[src/design/ousc_defines.vh]
// Contract
// - requests arrive as framing byte, address byte, then command byte; command selects function.
// - accepted reset reloads synthesizer divider, clears status and alarms, keeps password tally.
// - rejections are single codes: unsupported, parity error, unknown format.
// - reset while locked is refused with the locked rejection reply.
// - accepted reset answers acknowledge, then performs full software reset.
// - only power cycling clears the lock; software reset leaves it.
// - status request answers acknowledge plus alarm, state and reserved bytes.
// - status request is answered even while locked, never with locked code.
// - alarm flags stay set until status read or accepted reset.
// - in download mode only download alarms and main state are meaningful.
// - alarm bits 7,6,5 flag self-test, synthesizer unlock, power supply fault.
// - alarm bits 4..2 carry wrong-password tally, bit 4 msb, zero to six.
// - alarm bit 1 flags image checksum failure, bit 0 other download error.
// - state bits 7..4 and 1 zero; bit 3 amplifier, 2 running, 0 download.
// - third status byte is reserved and reads all zero.
// - identification request after power-up or reset moves unit on-line.
// - manufacturer identification answers acknowledge plus first three identifier bytes.
// - product identification answers acknowledge plus remaining five identifier bytes.
// - six or more wrong passwords make identification requests answer locked reply.
// - six consecutive wrong passwords lock unit, disable amplifier, power down transmitter.
// - while locked refuse all but status, transmitter disable and download commands.
`ifndef OUSC_DEFINES_VH
`define OUSC_DEFINES_VH
`define OUSC_FRAME_CMD     8'hE2
`define OUSC_ADDR_UNIT     8'h82
`define OUSC_CMD_RESET     8'h0A
`define OUSC_CMD_STATUS    8'h12
`define OUSC_CMD_MANUF_ID  8'h5C
`define OUSC_CMD_PROD_ID   8'h5D
`define OUSC_CMD_TX_OFF    8'hC7
`define OUSC_CMD_DL_LO     8'hC0
`define OUSC_CMD_DL_HI     8'hC5
`define OUSC_RPL_ACK       8'hE4
`define OUSC_RPL_UNSUP     8'hE5
`define OUSC_RPL_PARITY    8'hE6
`define OUSC_RPL_FORMAT    8'hE7
`define OUSC_RPL_LOCKED    8'hED
`define OUSC_RPL_LOCKED2   8'hFF
`define OUSC_BIT_SELFTEST  7
`define OUSC_BIT_PLL       6
`define OUSC_BIT_PSU       5
`define OUSC_BIT_TALLY_HI  4
`define OUSC_BIT_TALLY_LO  2
`define OUSC_BIT_DL_CRC    1
`define OUSC_BIT_DL_OTHER  0
`define OUSC_BIT_AMP       3
`define OUSC_BIT_RUN       2
`define OUSC_BIT_DL_STATE  0
`define OUSC_TALLY_LOCK    3'h6
`define OUSC_RESET_PULSE   8'h04
`define OUSC_EUI_DEFAULT   64'h0123456789ABCDEF
`endif

[src/design/ousc_cmd_handler.v]
`include "ousc_defines.vh"
module ousc_cmd_handler #(
    // identifier value is arbitrary
    parameter [63:0] EUI_VALUE = `OUSC_EUI_DEFAULT
) (
    // clock and reset
    input  wire       clk,
    input  wire       sys_rst,
    // received bytes from the link receiver
    input  wire       rxValid,
    input  wire [7:0] rxByte,
    input  wire       rxParityErr,
    input  wire       rxEnd,
    // reply byte stream to the link transmitter
    output wire       txValid,
    input  wire       txReady,
    output reg  [7:0] txByte,
    output wire       txLast,
    // fault and state inputs
    input  wire       faultSelfTest,
    input  wire       faultPllUnlock,
    input  wire       faultPsu,
    input  wire       dlCrcErr,
    input  wire       dlOtherErr,
    input  wire       ampOn,
    input  wire       runState,
    input  wire       dlState,
    input  wire       wrongPwd,
    input  wire       goodPwd,
    // actions toward the unit
    output reg        synthReload,
    output reg        softReset,
    output reg        onLine,
    output reg        ampDisable,
    output reg        txPowerDown,
    output reg        locked
);

localparam [4:0] ST_IDLE = 5'h01;
localparam [4:0] ST_ADDR = 5'h02;
localparam [4:0] ST_CMD  = 5'h04;
localparam [4:0] ST_WAIT = 5'h08;
localparam [4:0] ST_SEND = 5'h10;

reg [4:0]  state_q;
reg [7:0]  cmd_q;
reg        parErr_q;
reg        fmtErr_q;
reg [3:0]  len_q;
reg [3:0]  idx_q;
reg [63:0] rply_q;
reg        doReset_q;
reg [2:0]  tally_q;
reg [7:0]  rstCnt_q;
// frame state including the byte on the link this cycle
reg        parNow;
reg        fmtNow;
reg [7:0]  cmdNow;

////////////////////////////////////////////////////////////////////////////
// frame end and reply acceptance
// rxEnd may ride on the last byte, so the end is taken in every receive state;
// waiting for a later rxEnd would hang a frame that closes on its last byte
wire frameDone = rxEnd && (((state_q == ST_IDLE) && rxValid) ||
                           (state_q == ST_ADDR) ||
                           (state_q == ST_CMD) ||
                           (state_q == ST_WAIT));
// the last reply byte of an accepted reset is taken
wire resetAccept = doReset_q && (state_q == ST_SEND) && txLast && txReady;

////////////////////////////////////////////////////////////////////////////
// status bytes
wire [7:0] alarmByte;
wire [7:0] stateByte;
wire       statusRead;
// alarm inputs in byte order, self-test first
wire [4:0] faultIn    = {faultSelfTest, faultPllUnlock, faultPsu, dlCrcErr, dlOtherErr};
wire [4:0] alarmBits;
wire       alarmClear = statusRead || resetAccept;

// in download mode the other fields are still driven but carry no meaning
assign stateByte = {4'h0, ampOn, runState, 1'b0, dlState};
assign alarmByte = {alarmBits[4:2], tally_q, alarmBits[1:0]};

// each flag sets and holds; a fault present in the clearing cycle wins,
// so a fault that persists across a status read is reported again
genvar gi;
generate
    for (gi = 0; gi < 5; gi = gi + 1) begin : g_alarm
        reg hold_q;
        always @(posedge clk or posedge sys_rst) begin
            if (sys_rst) begin
                hold_q <= 1'b0;
            end else begin
                hold_q <= (hold_q & ~alarmClear) | faultIn[gi];
            end
        end
        assign alarmBits[gi] = hold_q;
    end
endgenerate

////////////////////////////////////////////////////////////////////////////
// wrong-password tally and lock; lock clears only at power-up reset
always @(posedge clk or posedge sys_rst) begin
    if (sys_rst) begin
        tally_q     <= 3'h0;
        locked      <= 1'b0;
        ampDisable  <= 1'b0;
        txPowerDown <= 1'b0;
    end else begin
        if (wrongPwd && tally_q < `OUSC_TALLY_LOCK) begin
            tally_q <= tally_q + 3'h1;
        end else if (goodPwd && !locked) begin
            tally_q <= 3'h0;
        end
        if (wrongPwd && tally_q == `OUSC_TALLY_LOCK - 3'h1) begin
            locked      <= 1'b1;
            ampDisable  <= 1'b1;
            txPowerDown <= 1'b1;
        end
    end
end

////////////////////////////////////////////////////////////////////////////
// request decode and reply selection
// errors and command folded with the current byte, so a frame that ends on
// this byte is judged on all of it
always @* begin
    parNow = parErr_q;
    fmtNow = fmtErr_q;
    cmdNow = cmd_q;
    case (state_q)
        ST_IDLE: begin
            parNow = rxParityErr;
            // a frame that ends on its first byte is too short
            fmtNow = (rxByte != `OUSC_FRAME_CMD) || rxEnd;
        end
        ST_ADDR: begin
            if (rxValid) begin
                parNow = parErr_q | rxParityErr;
                fmtNow = fmtErr_q | (rxByte != `OUSC_ADDR_UNIT) | rxEnd;
            end else begin
                fmtNow = fmtErr_q | rxEnd;
            end
        end
        ST_CMD: begin
            if (rxValid) begin
                parNow = parErr_q | rxParityErr;
                cmdNow = rxByte;
            end else begin
                fmtNow = fmtErr_q | rxEnd;
            end
        end
        ST_WAIT: begin
            // bytes past the command make an unknown format
            if (rxValid) begin
                parNow = parErr_q | rxParityErr;
                fmtNow = 1'b1;
            end
        end
        default: begin
            parNow = parErr_q;
        end
    endcase
end

wire isDlCmd = (cmdNow >= `OUSC_CMD_DL_LO) && (cmdNow <= `OUSC_CMD_DL_HI);
wire lockExempt = (cmdNow == `OUSC_CMD_STATUS) || (cmdNow == `OUSC_CMD_TX_OFF) || isDlCmd;
wire lockedNow = locked || (tally_q >= `OUSC_TALLY_LOCK);

reg [63:0] selData;
reg [3:0]  selLen;
reg        selReset;
reg        selStatus;
always @* begin
    selData   = 64'h0;
    selLen    = 4'h1;
    selReset  = 1'b0;
    selStatus = 1'b0;
    // fixed priority: parity, format, lock, function
    if (parNow) begin
        selData[63:56] = `OUSC_RPL_PARITY;
    end else if (fmtNow) begin
        selData[63:56] = `OUSC_RPL_FORMAT;
    end else if (lockedNow && !lockExempt) begin
        selData[63:48] = {`OUSC_RPL_LOCKED, `OUSC_RPL_LOCKED2};
        selLen         = 4'h2;
    end else begin
        case (cmdNow)
            `OUSC_CMD_RESET: begin
                selData[63:56] = `OUSC_RPL_ACK;
                selReset       = 1'b1;
            end
            `OUSC_CMD_STATUS: begin
                selData[63:32] = {`OUSC_RPL_ACK, alarmByte, stateByte, 8'h00};
                selLen         = 4'h4;
                selStatus      = 1'b1;
            end
            `OUSC_CMD_MANUF_ID: begin
                selData[63:32] = {`OUSC_RPL_ACK, EUI_VALUE[63:40]};
                selLen         = 4'h4;
            end
            `OUSC_CMD_PROD_ID: begin
                selData[63:16] = {`OUSC_RPL_ACK, EUI_VALUE[39:0]};
                selLen         = 4'h6;
            end
            default: begin
                selData[63:56] = `OUSC_RPL_UNSUP;
            end
        endcase
    end
end

assign statusRead = frameDone && selStatus;
assign txValid = (state_q == ST_SEND);
assign txLast  = (state_q == ST_SEND) && (idx_q == len_q - 4'h1);

always @* begin
    txByte = rply_q[63:56];
end

////////////////////////////////////////////////////////////////////////////
// frame receiver and reply sequencer
always @(posedge clk or posedge sys_rst) begin
    if (sys_rst) begin
        state_q   <= ST_IDLE;
        cmd_q     <= 8'h00;
        parErr_q  <= 1'b0;
        fmtErr_q  <= 1'b0;
        len_q     <= 4'h1;
        idx_q     <= 4'h0;
        rply_q    <= 64'h0;
        doReset_q <= 1'b0;
        onLine    <= 1'b0;
    end else begin
        case (state_q)
            ST_IDLE: begin
                parErr_q <= 1'b0;
                fmtErr_q <= 1'b0;
                if (rxValid) begin
                    parErr_q <= parNow;
                    fmtErr_q <= fmtNow;
                    state_q  <= ST_ADDR;
                end
            end
            ST_ADDR: begin
                if (rxValid) begin
                    parErr_q <= parNow;
                    fmtErr_q <= fmtNow;
                    state_q  <= ST_CMD;
                end
            end
            ST_CMD: begin
                if (rxValid) begin
                    parErr_q <= parNow;
                    cmd_q    <= cmdNow;
                    state_q  <= ST_WAIT;
                end
            end
            ST_WAIT: begin
                if (rxValid) begin
                    parErr_q <= parNow;
                    fmtErr_q <= fmtNow;
                end
            end
            ST_SEND: begin
                if (txReady) begin
                    rply_q <= {rply_q[55:0], 8'h00};
                    idx_q  <= idx_q + 4'h1;
                    if (txLast) begin
                        state_q   <= ST_IDLE;
                        doReset_q <= 1'b0;
                        if (doReset_q) begin
                            onLine <= 1'b0;
                        end
                    end
                end
            end
            default: begin
                state_q <= ST_IDLE;
            end
        endcase
        // the frame end overrides the receive step above
        if (frameDone) begin
            rply_q    <= selData;
            len_q     <= selLen;
            doReset_q <= selReset;
            idx_q     <= 4'h0;
            state_q   <= ST_SEND;
            if (!parNow && !fmtNow && !lockedNow &&
                (cmdNow == `OUSC_CMD_MANUF_ID || cmdNow == `OUSC_CMD_PROD_ID)) begin
                onLine <= 1'b1;
            end
        end
    end
end

////////////////////////////////////////////////////////////////////////////
// software reset pulse after the acknowledge leaves; the tally is untouched
always @(posedge clk or posedge sys_rst) begin
    if (sys_rst) begin
        rstCnt_q    <= 8'h00;
        softReset   <= 1'b0;
        synthReload <= 1'b0;
    end else begin
        if (resetAccept) begin
            rstCnt_q <= `OUSC_RESET_PULSE;
        end else if (rstCnt_q != 8'h00) begin
            rstCnt_q <= rstCnt_q - 8'h01;
        end
        softReset   <= (rstCnt_q != 8'h00);
        synthReload <= (rstCnt_q == `OUSC_RESET_PULSE);
    end
end

endmodule // ousc_cmd_handler

[config.mk]
export PLATFORM = sky130hd
export DESIGN_NAME = ousc_cmd_handler
export DESIGN_NICKNAME = d
export VERILOG_FILES = /design/src/design/ousc_cmd_handler.v
export VERILOG_INCLUDE_DIRS = /design/src /design/src/design
export SDC_FILE = /design/constraint.sdc
export NUM_CORES = 1
export LEC_CHECK = 0
export BUFFER_PORTS_ARGS = -buffer_cell sky130_fd_sc_hd__buf_2
export CORE_MARGIN = 2
export CORE_UTILIZATION = 59
export DETAILED_ROUTE_END_ITERATION = 7
export PLACE_DENSITY = 0.76
export SLEW_MARGIN = 20
export SYNTH_ARGS = -nofsm -noshare
export SYNTH_HDL_FRONTEND = slang
export SYNTH_SLANG_ARGS = --single-unit
[constraint.sdc]
create_clock -name clk -period 2.77 [get_ports clk]
set_input_delay 0.554 -clock clk [delete_from_list [all_inputs] [get_ports clk]]
set_output_delay 0.554 -clock clk [all_outputs]
set_load 0.02 [all_outputs]
==> results.sh <==
export IMPL_cp_end_kind="output port"
export IMPL_cp_max_fo=4
export IMPL_p_sw_mw=1.74
export IMPL_synth_seq_cells=72
export IMPL_synth_edff_count=0
export IMPL_setup_viol=0
export IMPL_maxCapViolCount=0
export IMPL_slew_violations=0
export IMPL_combPwrFrac_pct=38.9
export IMPL_cp_start_kind="flop"
export IMPL_grt_ovfl_total=0
export IMPL_synthCells=420
export IMPL_worst_pin_slew_ns=0.654
export IMPL_cp_arrival_ns=2.09
export IMPL_num_io_pins=40
export IMPL_first_global_vias=3117
export IMPL_cts_resized=0
export IMPL_cts_clk_slew_worst_paths_ns=0.08
export IMPL_grt_usage_pct=26.2
export IMPL_cp_required_ns=2.22
export IMPL_ys_warn_count=0
export IMPL_layout_commonest_cell="dfrtp_1"
export IMPL_synth_area_sq_um=3920
export IMPL_grt_use_met3_pct=5.25
export IMPL_vias=3348
export IMPL_async_flop_share_pct=100
export IMPL_die_h_microns=85.5
export IMPL_ys_types=63
export IMPL_hp_class="in -> async"
export IMPL_drive_gt1_share_pct=20.6
export IMPL_die_area_sq_um=7300
export IMPL_io_buffers=39
export IMPL_dp_final_hpwl_mm=6.55
export IMPL_synth_ff_type="dfrtp_1"
export IMPL_post_drt_wl_per_cell_microns=16.8
export IMPL_post_route_min_period_ns=2.65
export IMPL_ir_drop_uv=600
export IMPL_avgSynthCellArea_sq_um=9.32
export IMPL_core_area_sq_um=6390
export IMPL_grt_pass1_wl_mm=15.0
export IMPL_final_antenna_net_count=0
export IMPL_final_cell_mix="dfrtp_1 (70), nand2_1 (46), buf_2 (39)"
export IMPL_clk_latency_ns=0.35
export IMPL_die_w_microns=85.5
export IMPL_finClkSkew_ns=0.0103
export IMPL_post_route_drc_count=0
export IMPL_antenna_cells=0
export IMPL_hold_violations=0
export IMPL_maxSlewHeadroom_pct=56.0
export IMPL_grt_setup_unrepaired="false"
export IMPL_root_buffer="clkbuf_8"
export IMPL_switching_share_pct=39.1
export IMPL_p_per_area_nw_per_um2=1000
export IMPL_first_pass_iters=5
export IMPL_gp_congestion=0.945
export IMPL_status="finished clean"
export IMPL_clockPowerShare_pct=23.3
export IMPL_drt_iter0_drc=262
export IMPL_routed_via_density=6.21
export IMPL_grt_max_degree=51
export IMPL_crit_type="reg -> out"
export IMPL_p_int_mw=2.72
export IMPL_wl_mm=9.03
export IMPL_fin_crit_sh_pct=95.5
export IMPL_fp_row_count=29
export IMPL_grt_busiest_layer="met2"
export IMPL_post_cts_buffers=0
export IMPL_ys_seq_area_share_pct=46.1
export IMPL_power_frac_seq_pct=37.8
export IMPL_synthesis_nets=451
export IMPL_antenna_found_initial=0
export IMPL_fmax_mhz=378
export IMPL_initial_core_util_pct=61.3
export IMPL_clock_sinks=72
export IMPL_grt_util_met2_pct=40.6
export IMPL_area_growth_synth_to_final_pct=13.5
export IMPL_cts_hold_buf=0
export IMPL_finalHoldWorstSlack_ns=0.234
export IMPL_finalPower_mw=4.46
export IMPL_p_leak_nw=1.98
export IMPL_grt_util_met1_pct=37.0
export IMPL_clockBufferDepth=2
export IMPL_cts_tree="built"
export IMPL_cts_buffers=9
export IMPL_h_tree_depth=3
export IMPL_final_nets=488
## area by class of cell
type                            instances  area (sq um)
Tap cell                               77          96.3
Clock buffer                           10           138
Inverter                               12          45.0
Fill cell                             523          1940
Sequential cell                        72          1800
Clock inverter                          6           115
Multi-Input combinational cell        304          1890
Timing Repair Buffer                   58           350
## registers in the layout (all words and copies together) (netlist names), 3 cells and up
signal,cells
state_q,5
cmd_q,8
rply_q,29
idx_q,4
g_alarm.hold_q,5
rstCnt_q,8
tally_q,3
len_q,3
## layer usage
layer	wire [microns]	part of all wire, %
met1	4120	46
met5	0	0
met2	4220	47
met4	146	1.6
met3	544	6.0
## power by group through the flow
| stage | combinational, mW | clock [mW] | sequential (mW) |
|---|---|---|---|
| CTS | 1.71 | 1.05 | 1.68 |
| global placement | 1.66 | 0 | 1.68 |
| global route | 1.93 | 1.09 | 1.73 |
| finish | 1.74 | 1.04 | 1.69 |
| floorplan | 1.38 | 0 | 1.59 |
| detailed placement | 1.71 | 0 | 1.69 |
## cells by family after synthesis
group / share of synthesized area (%)
AOI/OAI and AO/OA: 18.8
muxes: 2.78
adders and majority gates: 2.24
buffers and inverters: 5.69
xor gates and xnor gates: 2.46
DFF: 46.1
and+or+nand+nor: 22.0
## stage by stage
stage,std cells,util [%],worst slack [ns],instance area [sq um],setup TNS [ns]
3_5_place_dp,523,65.5,-0.0344,4180,-0.0557
2_1_floorplan,420,-,0.307,3920,0
3_3_place_gp,523,65.5,0.0270,4180,0
5_1_grt,539,69.6,0.0126,4440,0
6_report,539,69.6,0.125,4440,0
4_1_cts,539,69.5,0.0222,4440,0
## path summary, 6_finish.rpt
check                      cells after the start  slack [ns]                end               from
min in group clk                               2        0.38  g_alarm[2].hold_q           faultPsu
min reg2reg                                    1        0.48  g_alarm[4].hold_q  g_alarm[4].hold_q
min                                            2        0.23        rstCnt_q[4]            sys_rst
max                                            7        0.12             txLast           len_q[0]
max in group asynchronous                      3        1.85           len_q[0]            sys_rst
max reg2reg                                    6        0.20         rply_q[50]         state_q[1]
## critical path, stage by stage (launching register included)
cell and delay (ns):
dfstp_2 0.54, inv_1 0.07, ha_1 0.21, xnor2_1 0.20, xnor2_1 0.11, nor3_2 0.26, and2_1 0.19, buf_2 0.16
## synth_stat cells, drive strengths merged, types with 6 or more instances
cell type,count,area (sq um)
dfrtp,70,1750
nand2,46,173
nor2,36,135
o21ai,30,150
a21oi,24,120
buf,19,129
clkbuf,13,48.8
inv,12,45.0
nand3,12,60.1
nand4,9,56.3
nor3,8,45.0
or3,8,50.1
a21o,7,52.6
and2,7,43.8
ha,7,87.6
mux2,7,78.8
o21a,6,45.0
xnor2,6,52.6
Note: power is estimated with default switching activity, not from simulation.
